<file path="src/common/ipr_pkg.sv">
// Constants for the priority register seven block.
// Assumes a classic Wishbone slave with 32-bit data and byte addressing.
package ipr_pkg;
  // ****************************************
  // Register map
  // ****************************************
  localparam logic [3:0]  REG_PRIO_ADDR   = 4'h0;     // irq_priority_seven offset
  localparam logic [3:0]  REG_LEVELS_ADDR = 4'h4;     // Live decoded level status
  localparam logic [15:0] PRIO_RESET      = 16'h4444; // Reset value of the register
  localparam logic [15:0] PRIO_WMASK      = 16'h7777; // Implemented bits
  localparam logic [2:0]  LEVEL_OFF       = 3'h0;     // Source disabled
  localparam logic [2:0]  LEVEL_LOW       = 3'h1;     // Lowest enabled level
  localparam logic [2:0]  LEVEL_HIGH      = 3'h7;     // Highest level
  // Field bases: timer5, ext irq2, serial rx, serial tx
  localparam int          FIELD_W         = 4;        // Nibble pitch per field
  localparam int          NUM_FIELDS      = 4;        // Fields in the register
  localparam logic [31:0] UNMAPPED_DATA   = 32'h0;    // Read data of unmapped word
endpackage

</file>
<file path="src/rtl/ipr_field.sv">
// One 3-bit priority field with its enable decode.
// Assumes write strobe and data come from logic on the same clock.
`timescale 1ns/100ps
module ipr_field (
  input  wire logic       sys_clk,   // System clock
  input  wire logic       rst,       // Synchronous reset, active high
  input  wire logic       wrEn,      // Write this field
  input  wire logic [2:0] wrData,    // New level
  output logic      [2:0] level,     // Stored level
  output logic            enabled    // Source may request
);
  logic [2:0] next_level; // Next stored level
  logic       next_enabled; // Next enable flag

  // Next value: reset loads level 4, write replaces it
  always_comb begin
    next_level = level;
    if (rst) begin
      next_level = ipr_pkg::PRIO_RESET[2:0];
    end else if (wrEn) begin
      next_level = wrData;
    end
    // Zero disables the source, 1..7 enable it
    next_enabled = (next_level != ipr_pkg::LEVEL_OFF);
  end

  // Register the field
  always_ff @(posedge sys_clk) begin
    level   <= next_level;
    enabled <= next_enabled;
  end
endmodule // ipr_field

</file>
<file path="src/rtl/ipr_priority_reg.sv">
// Priority register seven on a classic Wishbone slave.
// Assumes a single-clock Wishbone master; outputs feed arbitration logic.
//
// Our own choices: register access over Wishbone and the address map.
`timescale 1ns/100ps
// Overview of operation
// Bits 15, 11, 7, 3 read zero
// Serial tx priority at bits 14..12
// Serial rx priority at bits 10..8
// Value 111 means level seven, highest
// Value 001 means level one, lowest
// Value 000 disables the source
// Reset loads 0x4444
// Ext irq2 bits 6..4, timer5 bits 2..0
module ipr_priority_reg (
  input  wire logic        sys_clk,            // System clock
  input  wire logic        rst,                // Synchronous reset
  input  wire logic        wb_cyc_i,           // Bus cycle
  input  wire logic        wb_stb_i,           // Strobe
  input  wire logic        wb_we_i,            // Write enable
  input  wire logic [3:0]  wb_adr_i,           // Byte address
  input  wire logic [3:0]  wb_sel_i,           // Byte selects
  input  wire logic [31:0] wb_dat_i,           // Write data
  output logic      [31:0] wb_dat_o,           // Read data
  output logic             wb_ack_o,           // Acknowledge
  output logic      [2:0]  serial2_tx_priority, // Serial tx level
  output logic      [2:0]  serial2_rx_priority, // Serial rx level
  output logic      [2:0]  ext_irq2_priority,   // Ext irq2 level
  output logic      [2:0]  timer5_priority,     // Timer5 level
  output logic      [3:0]  srcEnabled          // Per-source enable, tx..timer5
);
  // ****************************************
  // Map and timing notes
  // ****************************************
  // Word 0x0 holds the four priority fields, one per nibble:
  //   nibble 3 serial tx, nibble 2 serial rx,
  //   nibble 1 external irq 2, nibble 0 timer5.
  // The top bit of every nibble is not built; it reads zero and
  // a write to it is dropped without any side effect.
  // Word 0x4 is a read-only status view of the same fields:
  //   bit 0 of a nibble says the source is enabled,
  //   bit 1 says the source sits at the highest level.
  // A write to word 0x4 is acknowledged and thrown away.
  // Any other address acknowledges and reads zero, so a stray
  // access never hangs the bus.
  //
  // Bus timing:
  //   edge 1 takes the request (cyc, stb high, ack low),
  //          writes the selected fields and loads read data;
  //   edge 2 shows ack to the master, which then releases;
  //          ack drops here, because req masks itself with ack.
  // Every access therefore costs two edges; no wait states
  // beyond that are ever inserted.
  //
  // Byte lanes:
  //   sel[0] covers timer5 and external irq 2,
  //   sel[1] covers serial rx and serial tx,
  //   sel[3:2] reach no storage at all.
  // A partial-word write leaves the other lane untouched, so
  // software may change one byte without a read-modify-write.
  //
  // Level outputs change on the same edge that takes the write (edge 1) and
  // hold until the next write or reset. The arbiter downstream
  // sees the new level and the new enable in the same cycle,
  // which avoids a one-cycle window of an enabled source at an
  // old level.
  //
  // Limitation: the register has no write lock. Software that
  // changes a level while that source is pending must accept
  // that the arbiter uses the new level from the next cycle.

  // ****************************************
  // Bus decode
  // ****************************************
  logic        req;        // New request, not yet acknowledged
  logic        next_ack;   // Next ack
  logic [31:0] next_dat;   // Next read data
  logic [15:0] irqPrioritySeven; // Assembled register view
  logic [3:0]  fieldWr;    // Per-field write strobe
  logic [2:0]  levels [4]; // Stored levels, index 0 is timer5
  logic [3:0]  enBits;     // Enable flags from fields
  logic [15:0] levelStatus; // One nibble per field: enabled flag and max flag

  // Ack drops the cycle after it was given, so each access takes two edges
  assign req = wb_cyc_i & wb_stb_i & ~wb_ack_o;

  // ****************************************
  // Field storage
  // ****************************************
  genvar g;
  generate
    for (g = 0; g < ipr_pkg::NUM_FIELDS; g++) begin : gField
      // Field g sits in byte g/2; writes need that byte lane selected
      assign fieldWr[g] = req & wb_we_i & (wb_adr_i == ipr_pkg::REG_PRIO_ADDR)
                          & wb_sel_i[g/2];
      ipr_field uField (
        .sys_clk (sys_clk),
        .rst     (rst),
        .wrEn    (fieldWr[g]),
        .wrData  (wb_dat_i[g*ipr_pkg::FIELD_W +: 3]),
        .level   (levels[g]),
        .enabled (enBits[g])
      );
      // Unimplemented top bit of each nibble stays zero
      assign irqPrioritySeven[g*ipr_pkg::FIELD_W +: 4] = {1'b0, levels[g]};
      assign levelStatus[g*ipr_pkg::FIELD_W +: 4] =
        {2'h0, levels[g] == ipr_pkg::LEVEL_HIGH, enBits[g]};
    end
  endgenerate

  // Read mux and ack; unmapped words read zero and still ack
  always_comb begin
    next_ack = rst ? 1'b0 : req;
    next_dat = ipr_pkg::UNMAPPED_DATA;
    if (req && !wb_we_i) begin
      unique case (wb_adr_i)
        ipr_pkg::REG_PRIO_ADDR:   next_dat = {16'h0, irqPrioritySeven};
        ipr_pkg::REG_LEVELS_ADDR: next_dat = {16'h0, levelStatus};
        default:                  next_dat = ipr_pkg::UNMAPPED_DATA;
      endcase
    end
  end

  // Register bus answers: ack and read data
  always_ff @(posedge sys_clk) begin
    wb_ack_o <= next_ack;
    wb_dat_o <= next_dat;
  end

  // Outputs are the field flops themselves
  assign serial2_tx_priority = levels[3];
  assign serial2_rx_priority = levels[2];
  assign ext_irq2_priority   = levels[1];
  assign timer5_priority     = levels[0];
  assign srcEnabled          = enBits;

  // ****************************************
  // Checks
  // ****************************************
  resetVal_a: assert property (@(posedge sys_clk) rst |=> irqPrioritySeven == ipr_pkg::PRIO_RESET)
    else $error("reset value wrong");
  unimpl_a: assert property (@(posedge sys_clk) (irqPrioritySeven & ~ipr_pkg::PRIO_WMASK) == 16'h0)
    else $error("unimplemented bit set");
  txWrite_a: assert property (@(posedge sys_clk) disable iff (rst)
    fieldWr[3] |=> serial2_tx_priority == $past(wb_dat_i[14:12]))
    else $error("tx field not written");
  rxWrite_a: assert property (@(posedge sys_clk) disable iff (rst)
    fieldWr[2] |=> serial2_rx_priority == $past(wb_dat_i[10:8]))
    else $error("rx field not written");
  extWrite_a: assert property (@(posedge sys_clk) disable iff (rst)
    fieldWr[1] |=> ext_irq2_priority == $past(wb_dat_i[6:4]))
    else $error("ext field not written");
  disable_a: assert property (@(posedge sys_clk) disable iff (rst)
    fieldWr[0] && wb_dat_i[2:0] == ipr_pkg::LEVEL_OFF |=> !srcEnabled[0])
    else $error("zero level enabled");
  lowLevel_a: assert property (@(posedge sys_clk) disable iff (rst)
    fieldWr[0] && wb_dat_i[2:0] == ipr_pkg::LEVEL_LOW |=> srcEnabled[0] && !levelStatus[1])
    else $error("level one wrong");
  highLevel_a: assert property (@(posedge sys_clk) disable iff (rst)
    fieldWr[1] && wb_dat_i[6:4] == ipr_pkg::LEVEL_HIGH |=> levelStatus[5] && srcEnabled[1])
    else $error("level seven wrong");
  ackOnce_a: assert property (@(posedge sys_clk) disable iff (rst)
    wb_ack_o |=> !wb_ack_o)
    else $error("ack held two cycles");

  // ****************************************
  // Field and bus checks
  // ****************************************
  // Timer5 takes its write one edge later, like the other three
  tmrWrite_a: assert property (@(posedge sys_clk) disable iff (rst)
    fieldWr[0] |=> timer5_priority == $past(wb_dat_i[2:0]))
    else $error("timer5 field not written");

  // Without a field write the whole register holds its value
  holdLevels_a: assert property (@(posedge sys_clk) disable iff (rst)
    !(|fieldWr) |=> $stable(irqPrioritySeven))
    else $error("register changed without write");

  // High lane off: serial fields must not move
  highLane_a: assert property (@(posedge sys_clk) disable iff (rst)
    req && wb_we_i && !wb_sel_i[1] |=> $stable(serial2_tx_priority)
    && $stable(serial2_rx_priority))
    else $error("serial field written without lane");

  // Low lane off: timer5 and ext irq2 must not move
  lowLane_a: assert property (@(posedge sys_clk) disable iff (rst)
    req && wb_we_i && !wb_sel_i[0] |=> $stable(timer5_priority)
    && $stable(ext_irq2_priority))
    else $error("low field written without lane");

  // Each enable flag follows its own level, never a stale one
  enTx_a: assert property (@(posedge sys_clk) disable iff (rst)
    srcEnabled[3] == (serial2_tx_priority != ipr_pkg::LEVEL_OFF))
    else $error("tx enable mismatch");

  enRx_a: assert property (@(posedge sys_clk) disable iff (rst)
    srcEnabled[2] == (serial2_rx_priority != ipr_pkg::LEVEL_OFF))
    else $error("rx enable mismatch");

  enExt_a: assert property (@(posedge sys_clk) disable iff (rst)
    srcEnabled[1] == (ext_irq2_priority != ipr_pkg::LEVEL_OFF))
    else $error("ext enable mismatch");

  enTmr_a: assert property (@(posedge sys_clk) disable iff (rst)
    srcEnabled[0] == (timer5_priority != ipr_pkg::LEVEL_OFF))
    else $error("timer5 enable mismatch");

  // Highest-level flag in the status view, one per field
  maxTx_a: assert property (@(posedge sys_clk) disable iff (rst)
    levelStatus[13] == (serial2_tx_priority == ipr_pkg::LEVEL_HIGH))
    else $error("tx max flag wrong");

  maxRx_a: assert property (@(posedge sys_clk) disable iff (rst)
    levelStatus[9] == (serial2_rx_priority == ipr_pkg::LEVEL_HIGH))
    else $error("rx max flag wrong");

  maxExt_a: assert property (@(posedge sys_clk) disable iff (rst)
    levelStatus[5] == (ext_irq2_priority == ipr_pkg::LEVEL_HIGH))
    else $error("ext max flag wrong");

  maxTmr_a: assert property (@(posedge sys_clk) disable iff (rst)
    levelStatus[1] == (timer5_priority == ipr_pkg::LEVEL_HIGH))
    else $error("timer5 max flag wrong");

  // A read of word 0 returns the register as it stood when taken
  readPrio_a: assert property (@(posedge sys_clk) disable iff (rst)
    req && !wb_we_i && wb_adr_i == ipr_pkg::REG_PRIO_ADDR
    |=> wb_dat_o == {16'h0, $past(irqPrioritySeven)})
    else $error("register read data wrong");

  // A read of the status word returns the live flags
  readStatus_a: assert property (@(posedge sys_clk) disable iff (rst)
    req && !wb_we_i && wb_adr_i == ipr_pkg::REG_LEVELS_ADDR
    |=> wb_dat_o == {16'h0, $past(levelStatus)})
    else $error("status read data wrong");

  // Writes return zero data so nothing stale leaks onto the bus
  writeZero_a: assert property (@(posedge sys_clk) disable iff (rst)
    req && wb_we_i |=> wb_dat_o == ipr_pkg::UNMAPPED_DATA)
    else $error("write returned data");

  // Every taken request is answered on the very next edge
  ackFollows_a: assert property (@(posedge sys_clk) disable iff (rst)
    req |=> wb_ack_o)
    else $error("request not acknowledged");

  // No ack without a request; a spurious ack would end a later cycle early
  ackIdle_a: assert property (@(posedge sys_clk) disable iff (rst)
    !req |=> !wb_ack_o)
    else $error("ack without request");

  // Reset clears the ack and enables every source at level 4
  resetAck_a: assert property (@(posedge sys_clk)
    rst |=> !wb_ack_o && (&srcEnabled))
    else $error("reset state wrong");
  cWrite_c: cover property (@(posedge sys_clk) fieldWr[3]);
  cRead_c: cover property (@(posedge sys_clk) wb_ack_o && !wb_we_i && wb_dat_o != 32'h0);
  cOff_c: cover property (@(posedge sys_clk) srcEnabled == 4'h0);
  // Status word read while some status flag is set, enabled or highest level
  cStatus_c: cover property (@(posedge sys_clk)
    req && !wb_we_i && wb_adr_i == ipr_pkg::REG_LEVELS_ADDR && (|levelStatus));
endmodule // ipr_priority_reg

</file>
<file path="config.mk">
export PLATFORM = sky130hd
export DESIGN_NAME = ipr_priority_reg
export DESIGN_NICKNAME = d
export VERILOG_FILES = /design/src/common/ipr_pkg.sv /design/src/rtl/ipr_field.sv /design/src/rtl/ipr_priority_reg.sv
export SDC_FILE = /design/constraint.sdc
export NUM_CORES = 1
export LEC_CHECK = 0
export BUFFER_PORTS_ARGS = -buffer_cell sky130_fd_sc_hd__buf_2
export CAP_MARGIN = 40
export CORE_ASPECT_RATIO = 1.25
export CORE_UTILIZATION = 44
export CTS_CLUSTER_DIAMETER = 100
export DETAILED_ROUTE_END_ITERATION = 10
export PLACE_DENSITY = 0.85
export SKIP_CTS_REPAIR_TIMING = 1
export SKIP_LAST_GASP = 1
export SLEW_MARGIN = 20
export SYNTH_ARGS = -nofsm -noshare
export SYNTH_HDL_FRONTEND = slang
export SYNTH_SLANG_ARGS = --single-unit
</file>
<file path="constraint.sdc">
create_clock -name sys_clk -period 4.1 [get_ports sys_clk]
set_clock_uncertainty 0.05 [all_clocks]
set_input_delay 0.41 -clock sys_clk [delete_from_list [all_inputs] [get_ports sys_clk]]
set_output_delay 0.41 -clock sys_clk [all_outputs]
set_load 0.02 [all_outputs]
</file>
Word-level counts from Yosys, hierarchy flattened
Index checks and enable logic that the tools add are counted.
{"block": "classes", "mux": 9, "n_bitwise": 7, "n_eq_ne": 5, "n_reduce_logical": 7}
{"op": "$pmux 15 s2", "n": 1}
{"op": "$mux 3", "n": 8}
{"op": "$eq 3x3->1 const B", "n": 4}
{"op": "$reduce_bool 3->1", "n": 4}
{"op": "$and 1x1->1", "n": 6}
{"op": "$eq 4x3->1 const B", "n": 1}
{"op": "$logic_not 4->1", "n": 1}
{"op": "$logic_and 1x1->1", "n": 1}
{"op": "$logic_not 1->1", "n": 1}
{"op": "$not 1->1", "n": 1}
{"block": "totals", "out_inout_bits": 49, "reg_bits": 49, "in_bits": 45, "word_cells": 38}

Depth between registers and ports, before layout
{"block": "logic_depth", "word_depth": 8, "depth_mapped": 4, "depth_no_buf": 3}

By module
Synthesis repeated with hierarchy kept, for this count alone.
{"block": "hier_totals", "cells_unflattened": 136, "area_unflattened_um2": 1286.2}
{"mod": "ipr_priority_reg", "seq_area_each_um2": 260.2, "area_each_um2": 685.7, "cells_per_inst": 76, "n_inst": 1}
{"mod": "ipr_field", "seq_area_each_um2": 80.1, "area_each_um2": 150.1, "cells_per_inst": 15, "n_inst": 4}

Worst setup path before layout
No wires, ideal clock.
{"block": "synth_timing", "path_kind": "input-to-reg", "from": "in wb_adr_i[3]", "to": "reg gField[0].uField.enabled", "setup_ps": 72, "setup_slack_ps": 2496, "cell_stages": 3, "path_buffers": 0, "t_required_ps": 3978, "arrival_ps": 1482, "path_cell_list": "or3_4 > nor4_4 > mux2i_1"}
{"block": "synth_via", "elab_chain_len": 6}
{"element": "start, declared", "line_no": "ipr_priority_reg.sv:21", "source": "input wire logic [3:0] wb_adr_i,"}
{"element": "$logic_not 4->1", "line_no": "ipr_priority_reg.sv:94", "source": "assign fieldWr[g] = req & wb_we_i & (wb_adr_i == ipr_pkg::REG_PRIO_ADDR)"}
{"element": "$and 1x1->1", "line_no": "ipr_priority_reg.sv:94"}
{"element": "$and 1x1->1", "line_no": "ipr_priority_reg.sv:95", "source": "& wb_sel_i[g/2];"}
{"element": "$mux 3", "line_no": "ipr_field.sv:20", "source": "end else if (wrEn) begin"}
{"element": "$mux 3", "line_no": "ipr_field.sv:18", "source": "if (rst) begin"}
{"element": "$reduce_bool 3->1", "line_no": "ipr_field.sv:24", "source": "next_enabled = (next_level != ipr_pkg::LEVEL_OFF);"}
{"element": "via gField[0].uField.next_enabled", "line_no": "ipr_field.sv:13", "source": "logic next_enabled;"}
{"element": "end signal, assigned", "line_no": "ipr_field.sv:30", "source": "enabled <= next_enabled;"}
{"element": "end, declared", "line_no": "ipr_field.sv:10", "source": "output logic enabled"}
The timed path passes the listed nets, and every way through them passes these cells.
A chain may end at the register's enable or synchronous reset.

Worst setup path after layout
{"block": "layout_timing", "from": "reg wb_ack_o", "to": "reg gField[1].uField.level[2]"}
{"block": "layout_via", "elab_chain_len": 7}
{"element": "start, declared", "line_no": "ipr_priority_reg.sv:25", "source": "output logic wb_ack_o,"}
{"element": "start signal, assigned", "line_no": "ipr_priority_reg.sv:126", "source": "wb_ack_o <= next_ack;"}
{"element": "$not 1->1", "line_no": "ipr_priority_reg.sv:85", "source": "assign req = wb_cyc_i & wb_stb_i & ~wb_ack_o;"}
{"element": "$and 1x1->1", "line_no": "ipr_priority_reg.sv:85"}
{"element": "$and 1x1->1 (2 in series)", "line_no": "ipr_priority_reg.sv:94"}
{"element": "$and 1x1->1", "line_no": "ipr_priority_reg.sv:95"}
{"element": "$mux 3", "line_no": "ipr_field.sv:20"}
{"element": "$mux 3", "line_no": "ipr_field.sv:18"}
{"element": "via gField[1].uField.next_level[2]", "line_no": "ipr_field.sv:12", "source": "logic [2:0] next_level;"}
{"element": "end signal, assigned", "line_no": "ipr_field.sv:29", "source": "level <= next_level;"}
{"element": "end, declared", "line_no": "ipr_field.sv:9", "source": "output logic [2:0] level,"}
The timed path passes the listed nets, and every way through them passes these cells.

==> results.md <==
- Post-synth EDFFs: 0
- Root Buffer Master: clkbuf_4
- PnR worst setup slack: approximately 2.4 ns
- Worst slew margin: 0.524
- Via-per-instance ratio: 4.69
- Final WL: 2460 um
- Status: finished, final reports clean
- Total power: 0.504 mW
- Post-DRT Antenna Nets: 0
- Critical Path End Type: flop
- GRT Resource Usage Total: 0.171
- Routability-driven placement congestion ratio: 0.774
- Port bufs: 51
- Yosys reg bits: 29
- Inst Count DP: 219
- F_max: 593 MHz
- H-tree depth: 2
- Rows: 22
- Top Ports: 94
- Routed met3 length: 190 um
- Area growth syn-to-layout: 16.6%
- Crit path required time: 4.29 ns
- Detailed Routing Iterations Pass 1: 4
- Synth unique cells: 19
- Setup CP Type: reg -> reg
- Top Metal Used: met4
- Largest area contributor in the netlist: dfxtp_1
- Final Max Tran Viols: 0
- Largest net degree at the start of global routing: 34
- M1 WL: around 940 um
- Final critical-path share of the clock period: 0.411
- Minimum hold slack: 0.309 ns
- DRC Markers: 0
- CTS buffer count: 5
- Area post-placement: 0.00154 sq mm
- Critical path's largest stage delay: 0.67 ns
- Startpoint types: flop
- Place WS: 2.12 ns
- Crit-path cells: nand3b_1 > nor4_4 > mux2i_1
- Largest cells by area after synthesis: dfxtp_1 (43%), mux2i_1 (15%), buf_4 (13%), nand2b_1 (7.8%), nor4_1 (4.1%)
- Vias in the first global route: 964
- Starting Density: 0.463
- Core area: 0.00295 sq mm
- WL/cell: 10.9 um
- Async S/R FF share, synth: 0
- RSZ-0062 raised after global routing: false
- Clk buf depth: 2
- CTS tree: done
- Setup_tns: 0 ns
- DP Wirelength: 1820 um
- First-pass GRT wire length: between 4000 and 5000 um
- Fin util: 0.540
- Die Wd: 51.8 um
- Slowest cell on crit path: nor4_4
- Non-Filler Instances: 226
- Syn Inst Count: 142
- Minimum clock period: 1.69 ns
- Slew @ Worst Pin: 0.707 ns
- Total grt overflow: 0
- Worst Path Max Fanout: 8
- Largest vdd supply drop: 0.154 mV
- Synth cell count leaders: dfxtp_1 (29), buf_4 (24), mux2i_1 (20)
- HP Class: in -> reg
- Fin area: roughly 0.0016 sq mm
- LEAKAGE: 0.731 nW
- WL met2: 1290 um
- Cell with the most instances after synthesis: dfxtp_1
- Chip Height: 64.2 um
- Iteration-0 DRC Markers: 28
- Initial antenna violation count: 0
- Area share of the largest cell type after synthesis: 0.426
- Worst-Skew Late Latency: 0.32 ns
- Total Nets Final: 235
- PwrDens: 317 mW/mm^2
- Vias: about 1.1k
- Critical path arrival: 1.88 ns
- Yosys synthesis warning count: 0
- Setup Viol. Count Final: 0
- Layout cells sized above 1: 0.316
- Post-Syn Area per Cell: slightly below 10 sq um
- Mapped cell area: 0.00136 sq mm
- Clk sinks: 29
- Die area: between 0.003 and 0.004 sq mm
- Post-synthesis sequential area ratio: 0.426
- Fin. Hold Viols: 0
- Top FF cell, synth: dfxtp_1
- Antenna diodes: 0
- Clock-pin slew on the worst setup and hold paths: 0.09 ns
- Max Cap Viol: 0
[path summary, 6_finish.rpt]
| path | depth (start not counted) | slack (ns) | from | to |
|---|---|---|---|---|
| setup reg to reg | 3 | 2.41 | wb_ack_o | gField[1].uField.level[2] |
| hold / removal | 3 | 0.31 | wb_dat_i[4] | gField[1].uField.level[0] |
| setup / recovery | 3 | 2.41 | wb_ack_o | gField[1].uField.level[2] |
| hold reg to reg | 2 | 0.45 | gField[1].uField.enabled | wb_dat_o[4] |
[kinds of logic (layout without fill, tap and decap cells)]
kind of cell / count (synthesis) / count (layout) / share of synthesized area
muxes: 20 / 20 / 0.147
other: 1 / 20 / 0.00275
and+or+nand+nor: 61 / 61 / 0.272
buffers and inverters: 31 / 60 / 0.152
DFF: 29 / 29 / 0.426
[per-layer routing]
metal,up-vias,global-route usage
li1,528,-
met1,475,0.162
met2,54,0.315
met3,4,0.0619
met4,0,0.0811
met5,-,0
[worst max-delay path, delay by kind of cell, from the launching register on]
family	cells	cell delay, ns
flip-flops	1	0.31
multiplexers	1	0.29
AND/OR/NAND/NOR	2	0.97
[power breakdown]
part	internal [mW]	total (mW)	switching, mW	leakage, nW
Sequential	0.282	0.283	0.000508	0.234
Clock	0.0808	0.168	0.0875	0.0314
Combinational	0.0166	0.0526	0.0360	0.465
[flip-flops by register name, indices dropped and copies added (netlist names)]
| signal | cells |
|---|---|
| gField.uField.level | 12 |
| wb_dat_o | 12 |
| gField.uField.enabled | 4 |
| wb_ack_o | 1 |
[layout by cell type (no fill, tap or decap)]
master / count
buf_2: 51
and3_1: 4
inv_1: 2
or4_1: 1
clkbuf_4: 5
nor2_1: 13
nor4_4: 2
nand2b_1: 17
nor3b_1: 4
dfxtp_1: 29
or3_4: 1
clkbuf_8: 1
nor4_1: 9
nand3b_1: 1
or2_0: 1
nand2_1: 8
clkbuf_1: 1
mux2i_1: 20
conb_1: 20
[layout make-up]
type / count / area [sq um]
clock buffers: 7 / 55.1
fillers: 275 / 1360
inverters: 2 / 7.51
multi-input cells: 101 / 647
flip-flops and latches: 29 / 581
well taps: 36 / 45.0
repair buffers: 51 / 255
Power figures use the tool's default switching activity.
